## src/logic/mubi_pkg.sv

```systemverilog
package mubi_pkg;

  // ****************************************
  // sizes
  // ****************************************
  localparam int CHANNELS = 4;
  localparam int WORD_W   = 16;
  localparam int DATA_MAX = 14;

  // ****************************************
  // register byte offsets
  // ****************************************
  localparam logic [7:0] OFF_CTRL    = 8'h00;
  localparam logic [7:0] OFF_BAUD    = 8'h04;
  localparam logic [7:0] OFF_STATUS  = 8'h08;
  localparam logic [7:0] OFF_EVENT   = 8'h0C;
  localparam logic [7:0] OFF_TX_BASE = 8'h10;
  localparam logic [7:0] OFF_RX_BASE = 8'h20;
  localparam logic [7:0] OFF_RX_END  = 8'h30;

  // ****************************************
  // field positions and reset values
  // ****************************************
  localparam int CTRL_EN_BIT   = 0;
  localparam int CTRL_EV_BIT   = 1;
  localparam int CTRL_CNT_LSB  = 2;
  localparam int CTRL_BITS_LSB = 4;
  localparam int STAT_RX_LSB   = 4;
  localparam int BREAK_FLAG    = 15;
  localparam logic [1:0]  CTRL_CNT_RST  = 2'h3;
  localparam logic [3:0]  CTRL_BITS_RST = 4'h8;
  localparam logic [15:0] BAUD_RST      = 16'h0516;

  // ****************************************
  // special words and event vectors
  // ****************************************
  localparam logic [15:0] BREAK_10 = 16'h800A;
  localparam logic [15:0] BREAK_13 = 16'h800D;
  localparam logic [7:0]  VEC_BASE = 8'h70;
  localparam logic [7:0]  VEC_RX0  = 8'h77;
  localparam logic [7:0]  VEC_TX0  = 8'h76;

  // ****************************************
  // sixteen ticks per bit, sample at the middle
  // ****************************************
  localparam logic [3:0] SUB_MID  = 4'h7;
  localparam logic [3:0] SUB_LAST = 4'hF;

  typedef enum logic {MUBI_TX_IDLE, MUBI_TX_SEND} mubi_tx_state_t;
  typedef enum logic [1:0] {MUBI_RX_IDLE, MUBI_RX_START, MUBI_RX_DATA, MUBI_RX_BREAK}
    mubi_rx_state_t;

  function automatic logic [3:0] clamp_bits(input logic [3:0] n);
    if (n == 4'h0)
      return 4'h1;
    else if (n > 4'(DATA_MAX))
      return 4'(DATA_MAX);
    else
      return n;
  endfunction

  function automatic logic [15:0] data_mask(input logic [3:0] n);
    return 16'((17'h1 << n) - 17'h1);
  endfunction

  function automatic logic [2:0] rx_ev_bit(input logic [1:0] ch);
    return 3'(VEC_RX0 - VEC_BASE - {5'h0, ch, 1'b0});
  endfunction

  function automatic logic [2:0] tx_ev_bit(input logic [1:0] ch);
    return 3'(VEC_TX0 - VEC_BASE - {5'h0, ch, 1'b0});
  endfunction

endpackage

```

## src/logic/mubi_top.sv

```systemverilog
// Operation
// - up to four channels, index zero upward
// - transmit empty status low while buffer holds data
// - transmit write sets full, word then sent
// - buffer empties when shifter takes the word
// - receive full status high while word unread
// - received character stored, full set by hardware
// - reading receive buffer returns word, empties it
// - buffer words sixteen bits, data in low bits
// - ten bit break sent and received
// - thirteen bit break sent and received
// - event vectors 0x77 down to 0x70
// - receive event on every received character
// - transmit event only on buffer handover
// - no repeat transmit event without refill
// - receive on even pin, transmit on odd
// - data bits per character from 1 to 14
// - events reach processor only when enabled
`timescale 1ns/1ps
module mubi_top (
  // clock and reset
  input  wire logic        MCLK,
  input  wire logic        RESETN,
  // apb slave
  input  wire logic        PSEL,
  input  wire logic        PENABLE,
  input  wire logic        PWRITE,
  input  wire logic [7:0]  PADDR,
  input  wire logic [31:0] PWDATA,
  output logic [31:0]      PRDATA,
  output logic             PREADY,
  output logic             PSLVERR,
  // timer channel pins
  input  wire logic [7:0]  TIMER_PIN_I,
  output logic [7:0]       TIMER_PIN_O,
  output logic [7:0]       TIMER_PIN_OE,
  // event requests, bit k is vector 0x70 plus k
  output logic [7:0]       EVENT_REQ
);

  localparam int NCH = mubi_pkg::CHANNELS;

  // ****************************************
  // channel wiring
  // ****************************************
  logic [NCH-1:0] run;
  logic [NCH-1:0] tx_take;
  logic [NCH-1:0] tx_line;
  logic [NCH-1:0] rx_done;
  logic [15:0]    rx_word [NCH];
  logic [15:0]    tx_buf [NCH];
  logic [NCH-1:0] tx_full;
  logic [3:0]     nbits;
  logic           tick;

  // ****************************************
  // control registers
  // ****************************************
  logic        ctrl_en, next_ctrl_en;
  logic        ctrl_ev, next_ctrl_ev;
  logic [1:0]  ctrl_cnt, next_ctrl_cnt;
  logic [3:0]  ctrl_bits, next_ctrl_bits;
  logic [15:0] baud_div, next_baud_div;
  logic [15:0] tick_cnt, next_tick_cnt;
  logic        next_tick;

  logic        setup;
  logic        wr_done;
  logic        rd_done;
  logic [1:0]  chan_sel;
  logic        in_tx;
  logic        in_rx;
  logic        mapped;

  assign setup    = PSEL && !PENABLE;
  // a refused access must leave every buffer and flag alone
  assign wr_done  = PSEL && PENABLE && PREADY && !PSLVERR && PWRITE;
  assign rd_done  = PSEL && PENABLE && PREADY && !PSLVERR && !PWRITE;
  assign chan_sel = PADDR[3:2];
  assign in_tx    = PADDR >= mubi_pkg::OFF_TX_BASE && PADDR < mubi_pkg::OFF_RX_BASE;
  assign in_rx    = PADDR >= mubi_pkg::OFF_RX_BASE && PADDR < mubi_pkg::OFF_RX_END;
  assign mapped   = PADDR[1:0] == 2'b00 && (PADDR <= mubi_pkg::OFF_EVENT || in_tx || in_rx);
  assign nbits    = mubi_pkg::clamp_bits(ctrl_bits);

  always_comb
  begin
    next_ctrl_en   = ctrl_en;
    next_ctrl_ev   = ctrl_ev;
    next_ctrl_cnt  = ctrl_cnt;
    next_ctrl_bits = ctrl_bits;
    next_baud_div  = baud_div;
    if (wr_done && PADDR == mubi_pkg::OFF_CTRL)
    begin
      next_ctrl_en   = PWDATA[mubi_pkg::CTRL_EN_BIT];
      next_ctrl_ev   = PWDATA[mubi_pkg::CTRL_EV_BIT];
      next_ctrl_cnt  = PWDATA[mubi_pkg::CTRL_CNT_LSB +: 2];
      next_ctrl_bits = PWDATA[mubi_pkg::CTRL_BITS_LSB +: 4];
    end
    if (wr_done && PADDR == mubi_pkg::OFF_BAUD)
      next_baud_div = PWDATA[15:0];
    // one enable pulse per sixteenth of a bit time
    next_tick     = tick_cnt >= baud_div;
    next_tick_cnt = next_tick ? 16'h0000 : tick_cnt + 16'h0001;
    if (!ctrl_en)
    begin
      next_tick     = 1'b0;
      next_tick_cnt = 16'h0000;
    end
  end

  always_ff @(posedge MCLK)
  begin
    if (!RESETN)
    begin
      ctrl_en   <= 1'b0;
      ctrl_ev   <= 1'b0;
      ctrl_cnt  <= mubi_pkg::CTRL_CNT_RST;
      ctrl_bits <= mubi_pkg::CTRL_BITS_RST;
      baud_div  <= mubi_pkg::BAUD_RST;
      tick_cnt  <= 16'h0000;
      tick      <= 1'b0;
    end
    else
    begin
      ctrl_en   <= next_ctrl_en;
      ctrl_ev   <= next_ctrl_ev;
      ctrl_cnt  <= next_ctrl_cnt;
      ctrl_bits <= next_ctrl_bits;
      baud_div  <= next_baud_div;
      tick_cnt  <= next_tick_cnt;
      tick      <= next_tick;
    end
  end

  // ****************************************
  // buffers and event flags
  // ****************************************
  logic [15:0]    rx_buf [NCH];
  logic [15:0]    next_tx_buf [NCH];
  logic [15:0]    next_rx_buf [NCH];
  logic [NCH-1:0] next_tx_full;
  logic [NCH-1:0] rx_full, next_rx_full;
  logic [NCH-1:0] rx_landed;
  logic [7:0]     events, next_events;

  always_comb
  begin
    next_events = events;
    // software clears first so that a new event in the same cycle wins
    if (wr_done && PADDR == mubi_pkg::OFF_EVENT)
      next_events = events & ~PWDATA[7:0];
    for (int i = 0; i < NCH; i++)
    begin
      run[i]          = ctrl_en && (2'(i) <= ctrl_cnt);
      next_tx_buf[i]  = tx_buf[i];
      next_tx_full[i] = tx_full[i];
      next_rx_buf[i]  = rx_buf[i];
      next_rx_full[i] = rx_full[i];
      if (tx_take[i])
      begin
        next_tx_full[i] = 1'b0;
        next_events[mubi_pkg::tx_ev_bit(2'(i))] = 1'b1;
      end
      if (wr_done && in_tx && chan_sel == 2'(i) && run[i])
      begin
        next_tx_buf[i]  = PWDATA[15:0];
        next_tx_full[i] = 1'b1;
      end
      // a character landing at the setup edge was not the one returned
      if (rd_done && in_rx && chan_sel == 2'(i) && !rx_done[i] && !rx_landed[i])
        next_rx_full[i] = 1'b0;
      if (rx_done[i])
      begin
        next_rx_buf[i]  = rx_word[i];
        next_rx_full[i] = 1'b1;
        next_events[mubi_pkg::rx_ev_bit(2'(i))] = 1'b1;
      end
    end
  end

  always_ff @(posedge MCLK)
  begin
    if (!RESETN)
    begin
      for (int i = 0; i < NCH; i++)
      begin
        tx_buf[i] <= 16'h0000;
        rx_buf[i] <= 16'h0000;
      end
      tx_full   <= '0;
      rx_full   <= '0;
      rx_landed <= '0;
      events    <= 8'h00;
    end
    else
    begin
      for (int i = 0; i < NCH; i++)
      begin
        tx_buf[i] <= next_tx_buf[i];
        rx_buf[i] <= next_rx_buf[i];
      end
      tx_full   <= next_tx_full;
      rx_full   <= next_rx_full;
      rx_landed <= rx_done;
      events    <= next_events;
    end
  end

  // ****************************************
  // apb answer and pins
  // ****************************************
  logic [31:0] next_prdata;
  logic        next_pready;
  logic        next_pslverr;
  logic [7:0]  next_pin_o;
  logic [7:0]  next_pin_oe;
  logic [7:0]  next_event_req;

  always_comb
  begin
    // zero wait states: the answer is ready in the first access cycle
    next_pready  = setup;
    next_pslverr = setup && !mapped;
    next_prdata  = PRDATA;
    if (setup && !PWRITE)
    begin
      next_prdata = 32'h0000_0000;
      case (PADDR)
        mubi_pkg::OFF_CTRL:
        begin
          next_prdata[mubi_pkg::CTRL_EN_BIT]         = ctrl_en;
          next_prdata[mubi_pkg::CTRL_EV_BIT]         = ctrl_ev;
          next_prdata[mubi_pkg::CTRL_CNT_LSB +: 2]   = ctrl_cnt;
          next_prdata[mubi_pkg::CTRL_BITS_LSB +: 4]  = ctrl_bits;
        end
        mubi_pkg::OFF_BAUD:
          next_prdata[15:0] = baud_div;
        mubi_pkg::OFF_STATUS:
        begin
          next_prdata[NCH-1:0] = ~tx_full & run;
          next_prdata[mubi_pkg::STAT_RX_LSB +: NCH] = rx_full;
        end
        mubi_pkg::OFF_EVENT:
          next_prdata[7:0] = events;
        default:
        begin
          if (in_rx && run[chan_sel])
            next_prdata[15:0] = rx_buf[chan_sel];
        end
      endcase
    end
    next_pin_o  = 8'h00;
    next_pin_oe = 8'h00;
    for (int i = 0; i < NCH; i++)
    begin
      next_pin_o[2*i+1]  = tx_line[i];
      next_pin_oe[2*i+1] = run[i];
    end
    next_event_req = ctrl_ev ? events : 8'h00;
  end

  always_ff @(posedge MCLK)
  begin
    if (!RESETN)
    begin
      PRDATA       <= 32'h0000_0000;
      PREADY       <= 1'b0;
      PSLVERR      <= 1'b0;
      TIMER_PIN_O  <= 8'h00;
      TIMER_PIN_OE <= 8'h00;
      EVENT_REQ    <= 8'h00;
    end
    else
    begin
      PRDATA       <= next_prdata;
      PREADY       <= next_pready;
      PSLVERR      <= next_pslverr;
      TIMER_PIN_O  <= next_pin_o;
      TIMER_PIN_OE <= next_pin_oe;
      EVENT_REQ    <= next_event_req;
    end
  end

  // ****************************************
  // serial channels
  // ****************************************
  for (genvar g = 0; g < NCH; g++)
  begin : gen_chan
    mubi_chan u_chan (
      .clk     (MCLK),
      .rst_n   (RESETN),
      .run     (run[g]),
      .tick    (tick),
      .nbits   (nbits),
      .tx_full (tx_full[g]),
      .tx_word (tx_buf[g]),
      .tx_take (tx_take[g]),
      .tx_line (tx_line[g]),
      .rx_line (TIMER_PIN_I[2*g]),
      .rx_done (rx_done[g]),
      .rx_word (rx_word[g])
    );
  end

endmodule

```

## src/logic/mubi_chan.sv

```systemverilog
`timescale 1ns/1ps
module mubi_chan (
  // clock and reset
  input  wire logic        clk,
  input  wire logic        rst_n,
  // control
  input  wire logic        run,
  input  wire logic        tick,
  input  wire logic [3:0]  nbits,
  // transmit holding buffer side
  input  wire logic        tx_full,
  input  wire logic [15:0] tx_word,
  output logic             tx_take,
  output logic             tx_line,
  // receive side
  input  wire logic        rx_line,
  output logic             rx_done,
  output logic [15:0]      rx_word
);

  // ****************************************
  // transmit shifter
  // ****************************************
  mubi_pkg::mubi_tx_state_t tx_state, next_tx_state;
  logic [15:0] tx_shift, next_tx_shift;
  logic [4:0]  tx_left, next_tx_left;
  logic [3:0]  tx_sub, next_tx_sub;
  logic        next_tx_line, next_tx_take;

  always_comb
  begin
    next_tx_state = tx_state;
    next_tx_shift = tx_shift;
    next_tx_left  = tx_left;
    next_tx_sub   = tx_sub;
    next_tx_take  = 1'b0;
    case (tx_state)
      mubi_pkg::MUBI_TX_IDLE:
      begin
        if (tx_full && tick)
        begin
          next_tx_take  = 1'b1;
          next_tx_state = mubi_pkg::MUBI_TX_SEND;
          next_tx_sub   = 4'h0;
          if (tx_word[mubi_pkg::BREAK_FLAG])
          begin
            // break: low periods then one high stop
            next_tx_shift = 16'h1 << tx_word[3:0];
            next_tx_left  = {1'b0, tx_word[3:0]} + 5'h1;
          end
          else
          begin
            next_tx_shift = (16'h1 << ({1'b0, nbits} + 5'h1))
                          | ((tx_word & mubi_pkg::data_mask(nbits)) << 1);
            next_tx_left  = {1'b0, nbits} + 5'h2;
          end
        end
      end
      mubi_pkg::MUBI_TX_SEND:
      begin
        if (tick)
        begin
          next_tx_sub = tx_sub + 4'h1;
          if (tx_sub == mubi_pkg::SUB_LAST)
          begin
            next_tx_shift = tx_shift >> 1;
            next_tx_left  = tx_left - 5'h1;
            if (tx_left == 5'h1)
              next_tx_state = mubi_pkg::MUBI_TX_IDLE;
          end
        end
      end
      default: next_tx_state = mubi_pkg::MUBI_TX_IDLE;
    endcase
    if (!run)
    begin
      next_tx_state = mubi_pkg::MUBI_TX_IDLE;
      next_tx_take  = 1'b0;
    end
    next_tx_line = (next_tx_state == mubi_pkg::MUBI_TX_SEND) ? next_tx_shift[0] : 1'b1;
  end

  always_ff @(posedge clk)
  begin
    if (!rst_n)
    begin
      tx_state <= mubi_pkg::MUBI_TX_IDLE;
      tx_shift <= 16'h0000;
      tx_left  <= 5'h00;
      tx_sub   <= 4'h0;
      tx_line  <= 1'b1;
      tx_take  <= 1'b0;
    end
    else
    begin
      tx_state <= next_tx_state;
      tx_shift <= next_tx_shift;
      tx_left  <= next_tx_left;
      tx_sub   <= next_tx_sub;
      tx_line  <= next_tx_line;
      tx_take  <= next_tx_take;
    end
  end

  // ****************************************
  // receive deserializer
  // ****************************************
  mubi_pkg::mubi_rx_state_t rx_state, next_rx_state;
  logic [13:0] rx_shift, next_rx_shift;
  logic [4:0]  rx_cnt, next_rx_cnt;
  logic [3:0]  rx_sub, next_rx_sub;
  logic        next_rx_done;
  logic [15:0] next_rx_word;

  always_comb
  begin
    next_rx_state = rx_state;
    next_rx_shift = rx_shift;
    next_rx_cnt   = rx_cnt;
    next_rx_sub   = rx_sub;
    next_rx_done  = 1'b0;
    next_rx_word  = rx_word;
    if (tick)
      next_rx_sub = rx_sub + 4'h1;
    case (rx_state)
      mubi_pkg::MUBI_RX_IDLE:
      begin
        if (tick && !rx_line)
        begin
          next_rx_state = mubi_pkg::MUBI_RX_START;
          next_rx_sub   = 4'h0;
        end
      end
      mubi_pkg::MUBI_RX_START:
      begin
        // a glitch shorter than half a bit is not a start bit
        if (tick && rx_sub == mubi_pkg::SUB_MID)
        begin
          next_rx_state = rx_line ? mubi_pkg::MUBI_RX_IDLE : mubi_pkg::MUBI_RX_DATA;
          next_rx_sub   = 4'h0;
          next_rx_cnt   = 5'h00;
          next_rx_shift = 14'h0000;
        end
      end
      mubi_pkg::MUBI_RX_DATA:
      begin
        if (tick && rx_sub == mubi_pkg::SUB_LAST)
        begin
          if (rx_cnt < {1'b0, nbits})
          begin
            next_rx_shift[rx_cnt[3:0]] = rx_line;
            next_rx_cnt = rx_cnt + 5'h1;
          end
          else if (!rx_line && rx_shift == 14'h0000)
          begin
            next_rx_state = mubi_pkg::MUBI_RX_BREAK;
            next_rx_cnt   = {1'b0, nbits} + 5'h2;
          end
          else
          begin
            // a bad stop bit still delivers the data; low line is then left to idle
            next_rx_done  = 1'b1;
            next_rx_word  = {2'b00, rx_shift};
            next_rx_state = mubi_pkg::MUBI_RX_IDLE;
          end
        end
      end
      mubi_pkg::MUBI_RX_BREAK:
      begin
        if (tick && rx_sub == mubi_pkg::SUB_LAST)
        begin
          if (rx_line)
          begin
            next_rx_done  = 1'b1;
            next_rx_word  = {1'b1, 10'h000, rx_cnt};
            next_rx_state = mubi_pkg::MUBI_RX_IDLE;
          end
          else if (rx_cnt != 5'h1F)
            next_rx_cnt = rx_cnt + 5'h1;
        end
      end
      default: next_rx_state = mubi_pkg::MUBI_RX_IDLE;
    endcase
    if (!run)
    begin
      next_rx_state = mubi_pkg::MUBI_RX_IDLE;
      next_rx_done  = 1'b0;
    end
  end

  always_ff @(posedge clk)
  begin
    if (!rst_n)
    begin
      rx_state <= mubi_pkg::MUBI_RX_IDLE;
      rx_shift <= 14'h0000;
      rx_cnt   <= 5'h00;
      rx_sub   <= 4'h0;
      rx_done  <= 1'b0;
      rx_word  <= 16'h0000;
    end
    else
    begin
      rx_state <= next_rx_state;
      rx_shift <= next_rx_shift;
      rx_cnt   <= next_rx_cnt;
      rx_sub   <= next_rx_sub;
      rx_done  <= next_rx_done;
      rx_word  <= next_rx_word;
    end
  end

endmodule

```

## config.mk

```make
export PLATFORM = sky130hd
export DESIGN_NAME = mubi_top
export DESIGN_NICKNAME = d
export VERILOG_FILES = /design/src/logic/mubi_pkg.sv /design/src/logic/mubi_top.sv /design/src/logic/mubi_chan.sv
export SDC_FILE = /design/constraint.sdc
export NUM_CORES = 1
export LEC_CHECK = 0
export ABC_AREA = 0
export BUFFER_PORTS_ARGS = -buffer_cell sky130_fd_sc_hd__buf_2
export CELL_PAD_IN_SITES_DETAIL_PLACEMENT = 1
export CELL_PAD_IN_SITES_GLOBAL_PLACEMENT = 1
export CORE_MARGIN = 1.5
export CORE_UTILIZATION = 48
export CTS_CLUSTER_SIZE = 20
export DETAILED_ROUTE_END_ITERATION = 7
export MAX_ROUTING_LAYER = met4
export PLACE_DENSITY_LB_ADDON = 0.1
export SYNTH_ARGS = -nofsm -noshare
export SYNTH_HDL_FRONTEND = slang
export SYNTH_HIERARCHICAL = 1
export SYNTH_SLANG_ARGS = --single-unit
export TNS_END_PERCENT = 10
```

## constraint.sdc

```tcl
create_clock -name MCLK -period 4.05 [get_ports MCLK]
set_input_delay 0.81 -clock MCLK [delete_from_list [all_inputs] [get_ports MCLK]]
set_output_delay 0.81 -clock MCLK [all_outputs]
set_load 0.1 [all_outputs]
```

==> results.py, run 1 <==
metrics = {
    "outcome": {
        "outcome": "finished clean",
    },
    "critical_path": {
        "end_kind": "flip-flop",
        "start_kind": "flip-flop",
        "crit_path_max_incr_delay_ps": 880,
        "r2r-start": "ctrl_bits[3]$_SDFFE_PN1P_",
        "crit_type": "flip-flop to flip-flop",
        "r2r_cells": 9,
        "path_buf_inv": 2,
        "path_cells": "buf_4, clkinv_1, ha_1, o21ai_0, and2_1, nor2_1, nand2_1, nor3_1, a22o_1",
        "worstReg2RegEnd": "gen_chan[1].u_chan/rx_word[12]$_SDFFE_PN0P_",
        "cp_top_family": "simple AND/OR/NAND/NOR gates",
        "cp_max_fo": 18,
        "cp.arrival_ps": 3910,
        "cp_data_required_time_ps": 4610,
        "cp_slowest_cell": "nor3_1",
        "r2r_slack_ps": 700,
    },
    "routing": {
        "drtIter0Drc": 1836,
        "routedWlPerCell_um": 22.7,
        "routed_via_density": 6.18,
        "first_pass_iters": 6,
        "drtAntennaViolNets": 0,
        "wl_um": 88600,
        "drcViolationCount": 0,
        "vias": 24123,
    },
    "clocking": {
        "cts_resized": 0,
        "cts_hold_buf": 0,
        "clk_latency_ps": 620,
        "clock-root-buffer": "clkbuf_16",
        "cts_buffer_depth": 3,
        "postCtsSetupBuffers": 0,
        "cts_tree": "yes",
        "cts_buffers": 55,
        "cts_sinks": 499,
        "cts_max_level": 2,
        "clkTransAtPathRegs_ps": 60,
    },
    "die": {
        "ios": 111,
        "num_rows": 87,
        "die_width_um": 241,
        "die_y_um": 241,
        "core_um2": 56200,
        "design.die.area_um2": 58000,
        "start_util_pct": 48.4,
    },
    "grt": {
        "grt_pass1_wl_um": 137000,
        "grt_pass1_vias": 23999,
        "grt_antenna_before_repair": 3,
        "track_usage_pct": 30.9,
        "grt_max_degree": 80,
        "grt-ovfl-total": 0,
    },
    "placed_design": {
        "place_inst": 3800,
        "dpl.hpwl_um": 62500,
        "portBuffers": 66,
        "place.gp.congestion": 0.925,
    },
    "flow_run": {
        "maxCapViolCount": 0,
    },
    "yosys": {
        "ys_warn_count": 6,
        "ys_seq_elements": 499,
        "synth_flop_cell": "dfxtp_1",
        "synth_cell_type_count": 96,
        "synth_edf_count": 64,
        "synth_area_per_cell_um2": 8.58,
        "syn_area_um2": 27200,
        "async_flop_share_pct": 0,
        "seq_area_frac_synth_pct": 39.1,
        "syn_inst": 3167,
    },
    "finish": {
        "finalNetCount": 3259,
        "layout_commonest_cell": "dfxtp_1",
        "area_delta_synth_final_pct": 8.99,
        "layout_common_cells": "431 x dfxtp_1, 316 x nand2_1, 205 x o21ai_0, 199 x a21oi_1, 192 x nor2_1",
        "drive_gt1_share_pct": 8.74,
        "final_cells": 3906,
    },
    "sta": {
        "fin_skew_ps": 16.6,
        "finalSetupViolCount": 0,
        "maxSlewHeadroom_pct": 17.5,
        "slew_violations": 0,
        "fin_crit_ps": 3350,
        "tightest_slew_ps": 1230,
        "rsz0062_at_grt": "false",
        "fmax_mhz": 298,
        "fin_crit_sh_pct": 82.7,
        "setup-tns-final_ps": 0,
        "hold_viol": 0,
    },
    "hold_path": {
        "min_to": "TIMER_PIN_O[1]$_SDFF_PN0_",
        "holdCritStartpoint": "gen_chan[0].u_chan/tx_line$_SDFF_PN1_",
        "hold_depth": 1,
        "hold_class": "flip-flop to flip-flop",
    },
    "power_and_ir_drop": {
        "p_leak_nw": 11.3,
        "power_density_nw_per_um2": 365,
        "ir_worst_vdd_v": 0.000357,
    },
}
## worst max path at each step
stage / start / endpoint / slack [ps] / cells past startpoint
2_1_floorplan: ctrl_bits[2]$_SDFFE_PN0P_ / gen_chan[3].u_chan/tx_shift[7]$_SDFFE_PN0P_ / 810 / 13
3_3_place_gp: ctrl_bits[2]$_SDFFE_PN0P_ / gen_chan[3].u_chan/rx_cnt[3]$_SDFFE_PN0P_ / 920 / 10
3_5_place_dp: ctrl_bits[3]$_SDFFE_PN1P_ / gen_chan[1].u_chan/rx_word[12]$_SDFFE_PN0P_ / 830 / 9
4_1_cts: ctrl_bits[3]$_SDFFE_PN1P_ / gen_chan[1].u_chan/rx_word[12]$_SDFFE_PN0P_ / 810 / 9
5_1_grt: ctrl_bits[3]$_SDFFE_PN1P_ / gen_chan[1].u_chan/rx_word[12]$_SDFFE_PN0P_ / 520 / 9
6_report: ctrl_bits[3]$_SDFFE_PN1P_ / gen_chan[1].u_chan/rx_word[12]$_SDFFE_PN0P_ / 700 / 9
## cell type report
type | instances | area [µm²]
fill | 6577 | 26600
antenna | 3 | 7.51
clock buffer | 78 | 1600
timing repair buffer | 112 | 736
inverter | 119 | 447
sequential | 499 | 10600
clock inverter | 25 | 285
multi-input combinational | 2314 | 15000
tap | 756 | 946
## power by group
| group | internal (mW) | switching [mW] | total [mW] |
|---|---|---|---|
| clock | 3.12 | 2.12 | 5.24 |
| sequential | 5.05 | 0.0359 | 5.09 |
| combinational | 0.0939 | 0.372 | 0.466 |
| total | 8.26 | 2.53 | 10.8 |
## registers in the layout, summed over array words and instances, names as in the netlist, 8 cells and up
| signal | cells |
|---|---|
| gen_chan.u_chan/tx_sub | 16 |
| tick_cnt | 16 |
| PRDATA | 16 |
| gen_chan.u_chan/rx_shift | 56 |
| gen_chan.u_chan/rx_state | 8 |
| gen_chan.u_chan/rx_cnt | 20 |
| EVENT_REQ | 8 |
| gen_chan.u_chan/rx_word | 60 |
| gen_chan.u_chan/rx_sub | 16 |
| rx_buf | 64 |
| events | 8 |
| baud_div | 16 |
| gen_chan.u_chan/tx_shift | 64 |
| gen_chan.u_chan/tx_left | 20 |
| tx_buf | 64 |
## synthesized netlist by cell type, types with 25 or more instances
cell	n	area share (%)
a21boi_0	49	1.4
a21oi_1	200	3.7
a22oi_1	50	1.4
a31oi_1	42	0.97
a32oi_1	41	1.3
and2_1	34	0.78
and3_1	90	2.1
buf_2	51	0.94
buf_4	32	0.88
clkbuf_1	157	2.2
dfxtp_1	435	32
edfxtp_1	64	7.1
ha_1	105	4.8
inv_1	111	1.5
mux2i_1	93	3.4
nand2_1	316	4.4
nand2b_1	28	0.64
nand3_1	139	2.6
nand4_1	47	1.1
nor2_1	193	2.7
nor2b_1	128	2.9
nor3_1	45	0.83
o211ai_1	33	0.91
o21ai_0	205	3.8
o22ai_1	38	0.88
xnor2_1	27	0.87
xor2_1	25	0.81
## cell families (layout without fill, tap and decap cells)
family | count (synthesis) | after routing | synth area share [%]
AND/OR/NAND/NOR | 1122 | 1122 | 21.2
AO/OA/AOI/OAI | 886 | 886 | 21.4
flip-flops | 499 | 499 | 39.1
buffers and inverters | 377 | 334 | 6.24
multiplexers | 120 | 120 | 5.46
adder cells (fa/ha/maj) | 106 | 106 | 4.87
XOR/XNOR | 52 | 52 | 1.68
other | 5 | 31 | 0.0691
## metal layers
layer  up-vias  part of all wire, %  global-route usage [%]
li1      11315                    -                       -
met1     12040                   44                    39.7
met2       599                   48                    50.6
met3       169                  4.5                    3.18
met4         0                  3.3                    10.8
met5         -                    0                       -
## through the flow
stage	total power, mW	setup WS, ps	hold slack (ps)	area [µm²]	utilization, %
floorplan	5.52	811	412	27200	-
global placement	5.65	916	415	27700	49.3
detailed placement	5.65	834	421	27700	49.3
CTS	10.9	809	437	29600	52.7
global route	11.1	525	455	29600	52.7
finish	10.8	699	434	29600	52.7
Power figures use the tool's default switching activity.
==> run 2, diff against run 1 <==
--- a/config.mk
+++ b/config.mk
@@ -5,12 +5,12 @@
 export SDC_FILE = /design/constraint.sdc
 export NUM_CORES = 1
 export LEC_CHECK = 0
-export ABC_AREA = 0
+export ABC_AREA = 1
 export BUFFER_PORTS_ARGS = -buffer_cell sky130_fd_sc_hd__buf_2
 export CELL_PAD_IN_SITES_DETAIL_PLACEMENT = 1
 export CELL_PAD_IN_SITES_GLOBAL_PLACEMENT = 1
 export CORE_MARGIN = 1.5
-export CORE_UTILIZATION = 48
+export CORE_UTILIZATION = 46
 export CTS_CLUSTER_SIZE = 20
 export DETAILED_ROUTE_END_ITERATION = 7
 export MAX_ROUTING_LAYER = met4
==> constraint.sdc (replaced) <==
create_clock -name MCLK -period 3.2 [get_ports MCLK]
set_input_delay 0.64 -clock MCLK [delete_from_list [all_inputs] [get_ports MCLK]]
set_output_delay 0.64 -clock MCLK [all_outputs]
set_load 0.1 [all_outputs]
==> run 2 against run 1 <==
  * First-iteration DRC count down 9.7%
  * Count of clock-buffer cells in the layout up 4
  * Utilization down 1.7 points
  * Clock skew up 0.81 ps
  * Routed wire length up 3.3%
  * Power up 27%
  * Cell area up 3.6%
  * Maximum frequency up 15%
  * Critical endpoint is now gen_chan[3].u_chan/rx_shift[6]$_SDFFE_PN0P_
  * Largest power group unchanged
==> results.py, run 2 <==
metrics = {
    "outcome": {
        "outcome": "finished clean",
    },
    "critical_path": {
        "cp_top_family": "buffers and inverters",
        "cp_max_fo": 36,
        "path_buf_inv": 5,
        "crit_type": "flip-flop to flip-flop",
        "end_kind": "flip-flop",
        "crit_path_max_incr_delay_ps": 500,
        "cp_slowest_cell": "buf_4",
        "start_kind": "flip-flop",
        "r2r_cells": 14,
        "cp.arrival_ps": 3440,
        "path_cells": "buf_4, inv_1, ha_1, nand2_1, inv_1, o21ai_0, nand3_2, clkinv_2, nand2_2, a21oi_4, buf_4, o21ai_0, nand2_1, a21oi_1",
        "worst-path-stages": 14,
        "cp_data_required_time_ps": 3720,
    },
    "yosys": {
        "synth-compound-area-share_pct": 16.0,
        "synth_top_area_share_pct": 31.2,
        "synth_area_per_cell_um2": 6.91,
        "synth_flop_cell": "dfxtp_1",
        "synth_area_leaders": "dfxtp_1 31%, nand2_1 13%, edfxtp_1 6.9%",
        "yosysMostFrequentCell": "nand2_1",
        "synth_common_cells": "974 x nand2_1, 498 x inv_1, 446 x nor2_1",
        "synth_area_leader_cell": "dfxtp_1",
        "syn_area_um2": 27900,
        "synthMuxAreaShare_pct": 0,
        "ys_seq_elements": 499,
        "synth_cell_type_count": 63,
        "seq_area_frac_synth_pct": 38.1,
        "synth-simple-area-share_pct": 29.2,
        "ys_warn_count": 6,
        "synth_fa_ha_area_share_pct": 4.71,
        "synthXorXnorAreaFrac_pct": 0.943,
        "synth_edf_count": 64,
        "syn_inst": 4033,
        "async_flop_share_pct": 0,
        "synth_top_family_by_area": "simple AND/OR/NAND/NOR gates",
    },
    "hold_path": {
        "hold_depth": 3,
        "hold_class": "primary input to flip-flop",
    },
    "sta": {
        "setup_ws_ps": 277,
        "whs_ps": 272,
        "maxSlewHeadroom_pct": 40.2,
        "fmax_mhz": 342,
        "hold_viol": 0,
        "setup-tns-final_ps": 0,
        "finalSetupViolCount": 0,
        "tightest_slew_ps": 897,
        "fin_crit_sh_pct": 91.3,
        "slew_violations": 0,
        "fin_skew_ps": 17.4,
        "fin_crit_ps": 2920,
        "rsz0062_at_grt": "false",
    },
    "routing": {
        "vias": 26713,
        "drtAntennaViolNets": 0,
        "routed_via_density": 5.48,
        "wl_met3_um": 3690,
        "wl_um": 91500,
        "dr_wl_met2_um": 41800,
        "drcViolationCount": 0,
        "first_pass_iters": 5,
        "drtIter0Drc": 1657,
        "wl_met1_um": 43400,
        "routed.top_layer": "met4",
        "routedWlPerCell_um": 18.8,
    },
    "grt": {
        "grt-ovfl-total": 0,
        "grt_antenna_before_repair": 0,
        "grt_pass1_vias": 26177,
        "track_usage_pct": 29.7,
        "grt_pass1_wl_um": 144000,
        "grt_max_degree": 45,
    },
    "clocking": {
        "cts_hold_buf": 0,
        "cts_max_level": 2,
        "clock-root-buffer": "clkbuf_16",
        "cts_buffers": 57,
        "cts_resized": 0,
        "cts_sinks": 499,
        "cts_buffer_depth": 3,
        "cts_tree": "yes",
        "clk_latency_ps": 630,
        "postCtsSetupBuffers": 0,
        "clkTransAtPathRegs_ps": 60,
    },
    "finish": {
        "final_cells": 4878,
        "postLayoutCellArea_um2": 30700,
        "n_antenna_cell": 0,
        "reg_top3": "gen_chan.u_chan/tx_shift (64), rx_buf (64), tx_buf (64)",
        "fill_cells": 7871,
        "area_delta_synth_final_pct": 9.99,
        "drive_gt1_share_pct": 8.57,
        "finalNetCount": 4210,
        "layout_commonest_cell": "nand2_1",
        "layout_common_cells": "974 x nand2_1, 498 x inv_1, 446 x nor2_1, 431 x dfxtp_1, 335 x a21oi_1",
    },
    "die": {
        "design.die.area_um2": 62100,
        "die_y_um": 249,
        "start_util_pct": 46.3,
        "core_um2": 60100,
        "die_width_um": 249,
        "num_rows": 90,
        "ios": 111,
    },
    "power_and_ir_drop": {
        "power_switching_mw": 3.29,
        "p_leak_nw": 12.4,
        "seq_power_share_pct": 46.8,
        "switching_share_pct": 24.0,
        "pwr-share-clk_pct": 48.8,
        "intPower_mw": 10.4,
        "ir_worst_vdd_v": 0.000407,
        "comb_power_share_pct": 4.3,
        "power_density_nw_per_um2": 447,
    },
    "placed_design": {
        "place.gp.congestion": 0.929,
        "portBuffers": 66,
        "pre_cts_slack_ps": 389,
        "dpl_cell_area_um2": 28800,
        "dpl.hpwl_um": 66000,
        "place_inst": 4775,
    },
    "flow_run": {
        "maxCapViolCount": 0,
    },
}
-- run 2: cell types whose count changed after synthesis, sizes merged, moves of 49 or more --
cell / delta
a21boi: -49
a21oi: +151
and3: -88
clkbuf: -71
inv: +418
mux2i: -93
nand2: +669
nand3: +52
nand4: +96
nor2: +272
nor2b: -128
-- run 2: through the flow --
| stage | util (%) | power (mW) |
|---|---|---|
| 2_1_floorplan | - | 6.96 |
| 3_3_place_gp | 47.9 | 7.13 |
| 3_5_place_dp | 47.9 | 7.14 |
| 4_1_cts | 51.0 | 13.8 |
| 5_1_grt | 51.0 | 14.1 |
| 6_report | 51.0 | 13.7 |
-- run 2: routing by layer --
layer,vias to the layer above,global-route usage (%)
li1,13216,-
met1,12865,40.1
met2,497,47.0
met3,135,2.90
met4,0,9.22
met5,-,-
-- run 2: layout make-up --
class	count	area, µm²	share of cell area (%)
Tap cell	782	978	3.19
Clock inverter	21	240	0.784
Inverter	535	2010	6.55
Multi-Input combinational cell	2827	14300	46.6
Clock buffer	82	1640	5.35
Timing Repair Buffer	132	870	2.84
Sequential cell	499	10600	34.7
-- run 2: power by group through the flow --
stage | clock [mW] | combinational [mW] | sequential [mW]
after global routing | 7.04 | 0.614 | 6.42
after global placement | 0 | 0.583 | 6.55
final | 6.69 | 0.592 | 6.42
after floorplan | 0 | 0.328 | 6.64
after CTS | 6.81 | 0.590 | 6.42
after detailed placement | 0 | 0.586 | 6.55
-- run 2: worst reg2reg max path: cells and delay by family (launching register included) --
family	cells	cell delay, ps
adders and majority gates	1	260
and+or+nand+nor	4	460
DFF	1	380
buffers and inverters	5	1190
AOI/OAI and AO/OA	4	540
-- run 2: cells by family (layout without fill, tap and decap cells) --
group           Yosys count  in the layout
flops                   499            499
simple gates           1880           1880
compound gates          784            784
fa+ha+maj               105            105
buf+inv                 730            770
xor+xnor                 30             30
other cells               5             28
-- run 2: final timing paths --
kind / startpoint / to / slack [ps]
worst max-delay path: ctrl_bits[1]$_SDFFE_PN0P_ / gen_chan[3].u_chan/rx_shift[6]$_SDFFE_PN0P_ / 280
worst min-delay path: PWDATA[8] / baud_div[8]$_SDFFE_PN1P_ / 270
worst max register to register: ctrl_bits[1]$_SDFFE_PN0P_ / gen_chan[3].u_chan/rx_shift[6]$_SDFFE_PN0P_ / 280
worst min register to register: gen_chan[3].u_chan/tx_line$_SDFF_PN1_ / TIMER_PIN_O[7]$_SDFF_PN0_ / 420
==> run 3, diff against run 2 <==
==> constraint.sdc (replaced) <==
create_clock -name MCLK -period 3.2 [get_ports MCLK]
set_input_delay 0.32 -clock MCLK [delete_from_list [all_inputs] [get_ports MCLK]]
set_output_delay 0.32 -clock MCLK [all_outputs]
set_load 0.005 [all_outputs]
==> run 3 against run 2 <==
  * Hold slack got worse by 210 ps
  * First-iteration DRC count rose by 1.8%
  * Count of clock-buffer cells in the layout did not move
  * Via count rose by 0.34%
  * Cell area barely moved
  * Sequential cell count did not move
  * Register-to-register slack got worse by 50 ps
==> results.py, run 3 (synthesis results as in run 2) <==
metrics = {
    "power_and_ir_drop": {
        "power_density_nw_per_um2": 440,
        "ir_worst_vdd_v": 0.000422,
        "p_leak_nw": 12.4,
    },
    "sta": {
        "tightest_slew_ps": 903,
        "setup-tns-final_ps": 0,
        "maxSlewHeadroom_pct": 39.8,
        "fin_crit_sh_pct": 93.0,
        "slew_violations": 0,
        "fmax_mhz": 336,
        "finalSetupViolCount": 0,
        "fin_skew_ps": 11.6,
        "fin_crit_ps": 2980,
        "hold_viol": 0,
        "setup_ws_ps": 223,
        "rsz0062_at_grt": "false",
    },
    "clocking": {
        "cts_tree": "yes",
        "clock-root-buffer": "clkbuf_16",
        "clkTransAtPathRegs_ps": 60,
        "cts_buffers": 55,
        "cts_buffer_depth": 3,
        "cts_sinks": 499,
        "cts_max_level": 2,
        "clk_latency_ps": 620,
    },
    "grt": {
        "grt_pass1_wl_um": 147000,
        "grt-ovfl-total": 0,
        "track_usage_pct": 30.1,
        "grt_max_degree": 54,
        "grt_antenna_before_repair": 0,
        "grt_pass1_vias": 26516,
    },
    "hold_path": {
        "hold_class": "primary input to flip-flop",
        "hold_depth": 3,
    },
    "finish": {
        "finalNetCount": 4206,
        "layout_commonest_cell": "nand2_1",
        "fill_cells": 7844,
        "layout_common_cells": "974 x nand2_1, 498 x inv_1, 446 x nor2_1, 431 x dfxtp_1, 335 x a21oi_1",
        "drive_gt1_share_pct": 8.55,
        "reg_top3": "gen_chan.u_chan/tx_shift (64), rx_buf (64), tx_buf (64)",
        "area_delta_synth_final_pct": 10.0,
    },
    "routing": {
        "drcViolationCount": 0,
        "dr_wl_met2_um": 43000,
        "first_pass_iters": 5,
        "vias": 26803,
        "routedWlPerCell_um": 19.0,
        "drtIter0Drc": 1687,
        "wl_met3_um": 3360,
        "routed.top_layer": "met4",
        "routed_via_density": 5.50,
        "drtAntennaViolNets": 0,
        "wl_met1_um": 43800,
        "wl_um": 92400,
    },
    "die": {
        "start_util_pct": 46.3,
        "design.die.area_um2": 62100,
        "ios": 111,
        "num_rows": 90,
        "die_width_um": 249,
        "die_y_um": 249,
        "core_um2": 60100,
    },
    "outcome": {
        "outcome": "finished clean",
    },
    "critical_path": {
        "path_cells": "nor2_1, a21oi_1, a31oi_4, buf_12, nor2_1, inv_1, nor2_1, inv_1, ha_1, inv_1, nor2_1, nand2_1, nor2_1, nand3_1, nand2_1, o21ai_1, nand2_1, a21oi_1",
        "r2r_slack_ps": 220,
        "start_kind": "flip-flop",
        "crit_path_max_incr_delay_ps": 560,
        "cp_data_required_time_ps": 3670,
        "cp_top_family": "simple AND/OR/NAND/NOR gates",
        "cp_slowest_cell": "a31oi_4",
        "cp_max_fo": 15,
        "end_kind": "flip-flop",
        "crit_type": "flip-flop to flip-flop",
        "r2r_cells": 18,
        "path_buf_inv": 4,
        "worst-path-stages": 18,
        "cp.arrival_ps": 3440,
        "critPathMostFrequentCell": "nor2_1",
    },
    "placed_design": {
        "place.gp.congestion": 0.930,
        "dpl.hpwl_um": 66300,
        "portBuffers": 66,
        "pre_cts_slack_ps": 327,
    },
    "flow_run": {
        "maxCapViolCount": 0,
    },
}
## run 3: cell type report
type / instances / area, µm² / share of cell area (%)
Inverter: 535 / 2010 / 6.55
Clock buffer: 82 / 1690 / 5.52
Tap cell: 782 / 978 / 3.19
Sequential cell: 499 / 10600 / 34.7
Timing Repair Buffer: 130 / 855 / 2.79
Antenna cell: 1 / 2.50 / 0.00816
Multi-Input combinational cell: 2827 / 14300 / 46.6
Clock inverter: 19 / 210 / 0.685
## run 3: what timing repair did
item	in CTS	in global routing
buffers inserted	0	0
endpoints found under the setup margin	0	0
hold buffers	5	0
hold endpoints to repair	5	0
resized for setup	0	0
## run 3: routing by layer
metal | global-route usage, % | vias to the layer above
met2 | 48.5 | 461
met5 | - | -
met3 | 3.11 | 132
met4 | 7.60 | 0
li1 | - | 13207
met1 | 40.5 | 13003
## run 3: final timing paths
path	from	endpoint
max	ctrl_bits[3]$_SDFFE_PN1P_	gen_chan[1].u_chan/tx_shift[15]$_SDFFE_PN0P_
min	PWDATA[0]	ctrl_en$_SDFFE_PN0P_
max reg2reg	ctrl_bits[3]$_SDFFE_PN1P_	gen_chan[1].u_chan/tx_shift[15]$_SDFFE_PN0P_
min reg2reg	gen_chan[0].u_chan/tx_line$_SDFF_PN1_	TIMER_PIN_O[1]$_SDFF_PN0_
## run 3: per-stage QoR
| stage | util, % | std cells | hold slack [ps] | power (mW) | cell area [µm²] |
|---|---|---|---|---|---|
| finish | 51.0 | 4875 | 60.1 | 13.5 | 30700 |
| global route | 51.0 | 4874 | 99.0 | 13.9 | 30700 |
| CTS | 51.0 | 4874 | 35.5 | 13.6 | 30700 |
| detailed placement | 47.7 | 4768 | 403 | 6.92 | 28700 |
| global placement | 47.7 | 4768 | 392 | 6.92 | 28700 |
| floorplan | - | 4056 | 390 | 6.75 | 28000 |
## run 3: power by group
| group | internal (mW) | switching, mW |
|---|---|---|
| registers | 6.39 | 0.0285 |
| logic | 0.0804 | 0.298 |
| clock network | 3.97 | 2.75 |
## run 3: worst register-to-register path, stage by stage (launching register included)
cell,delay (ps)
dfxtp_2,340
nor2_1,100
a21oi_1,100
a31oi_4,560
buf_12,250
nor2_1,110
inv_1,150
nor2_1,60
inv_1,70
ha_1,170
inv_1,60
nor2_1,100
nand2_1,100
nor2_1,270
nand3_1,130
nand2_1,90
o21ai_1,60
nand2_1,60
a21oi_1,50
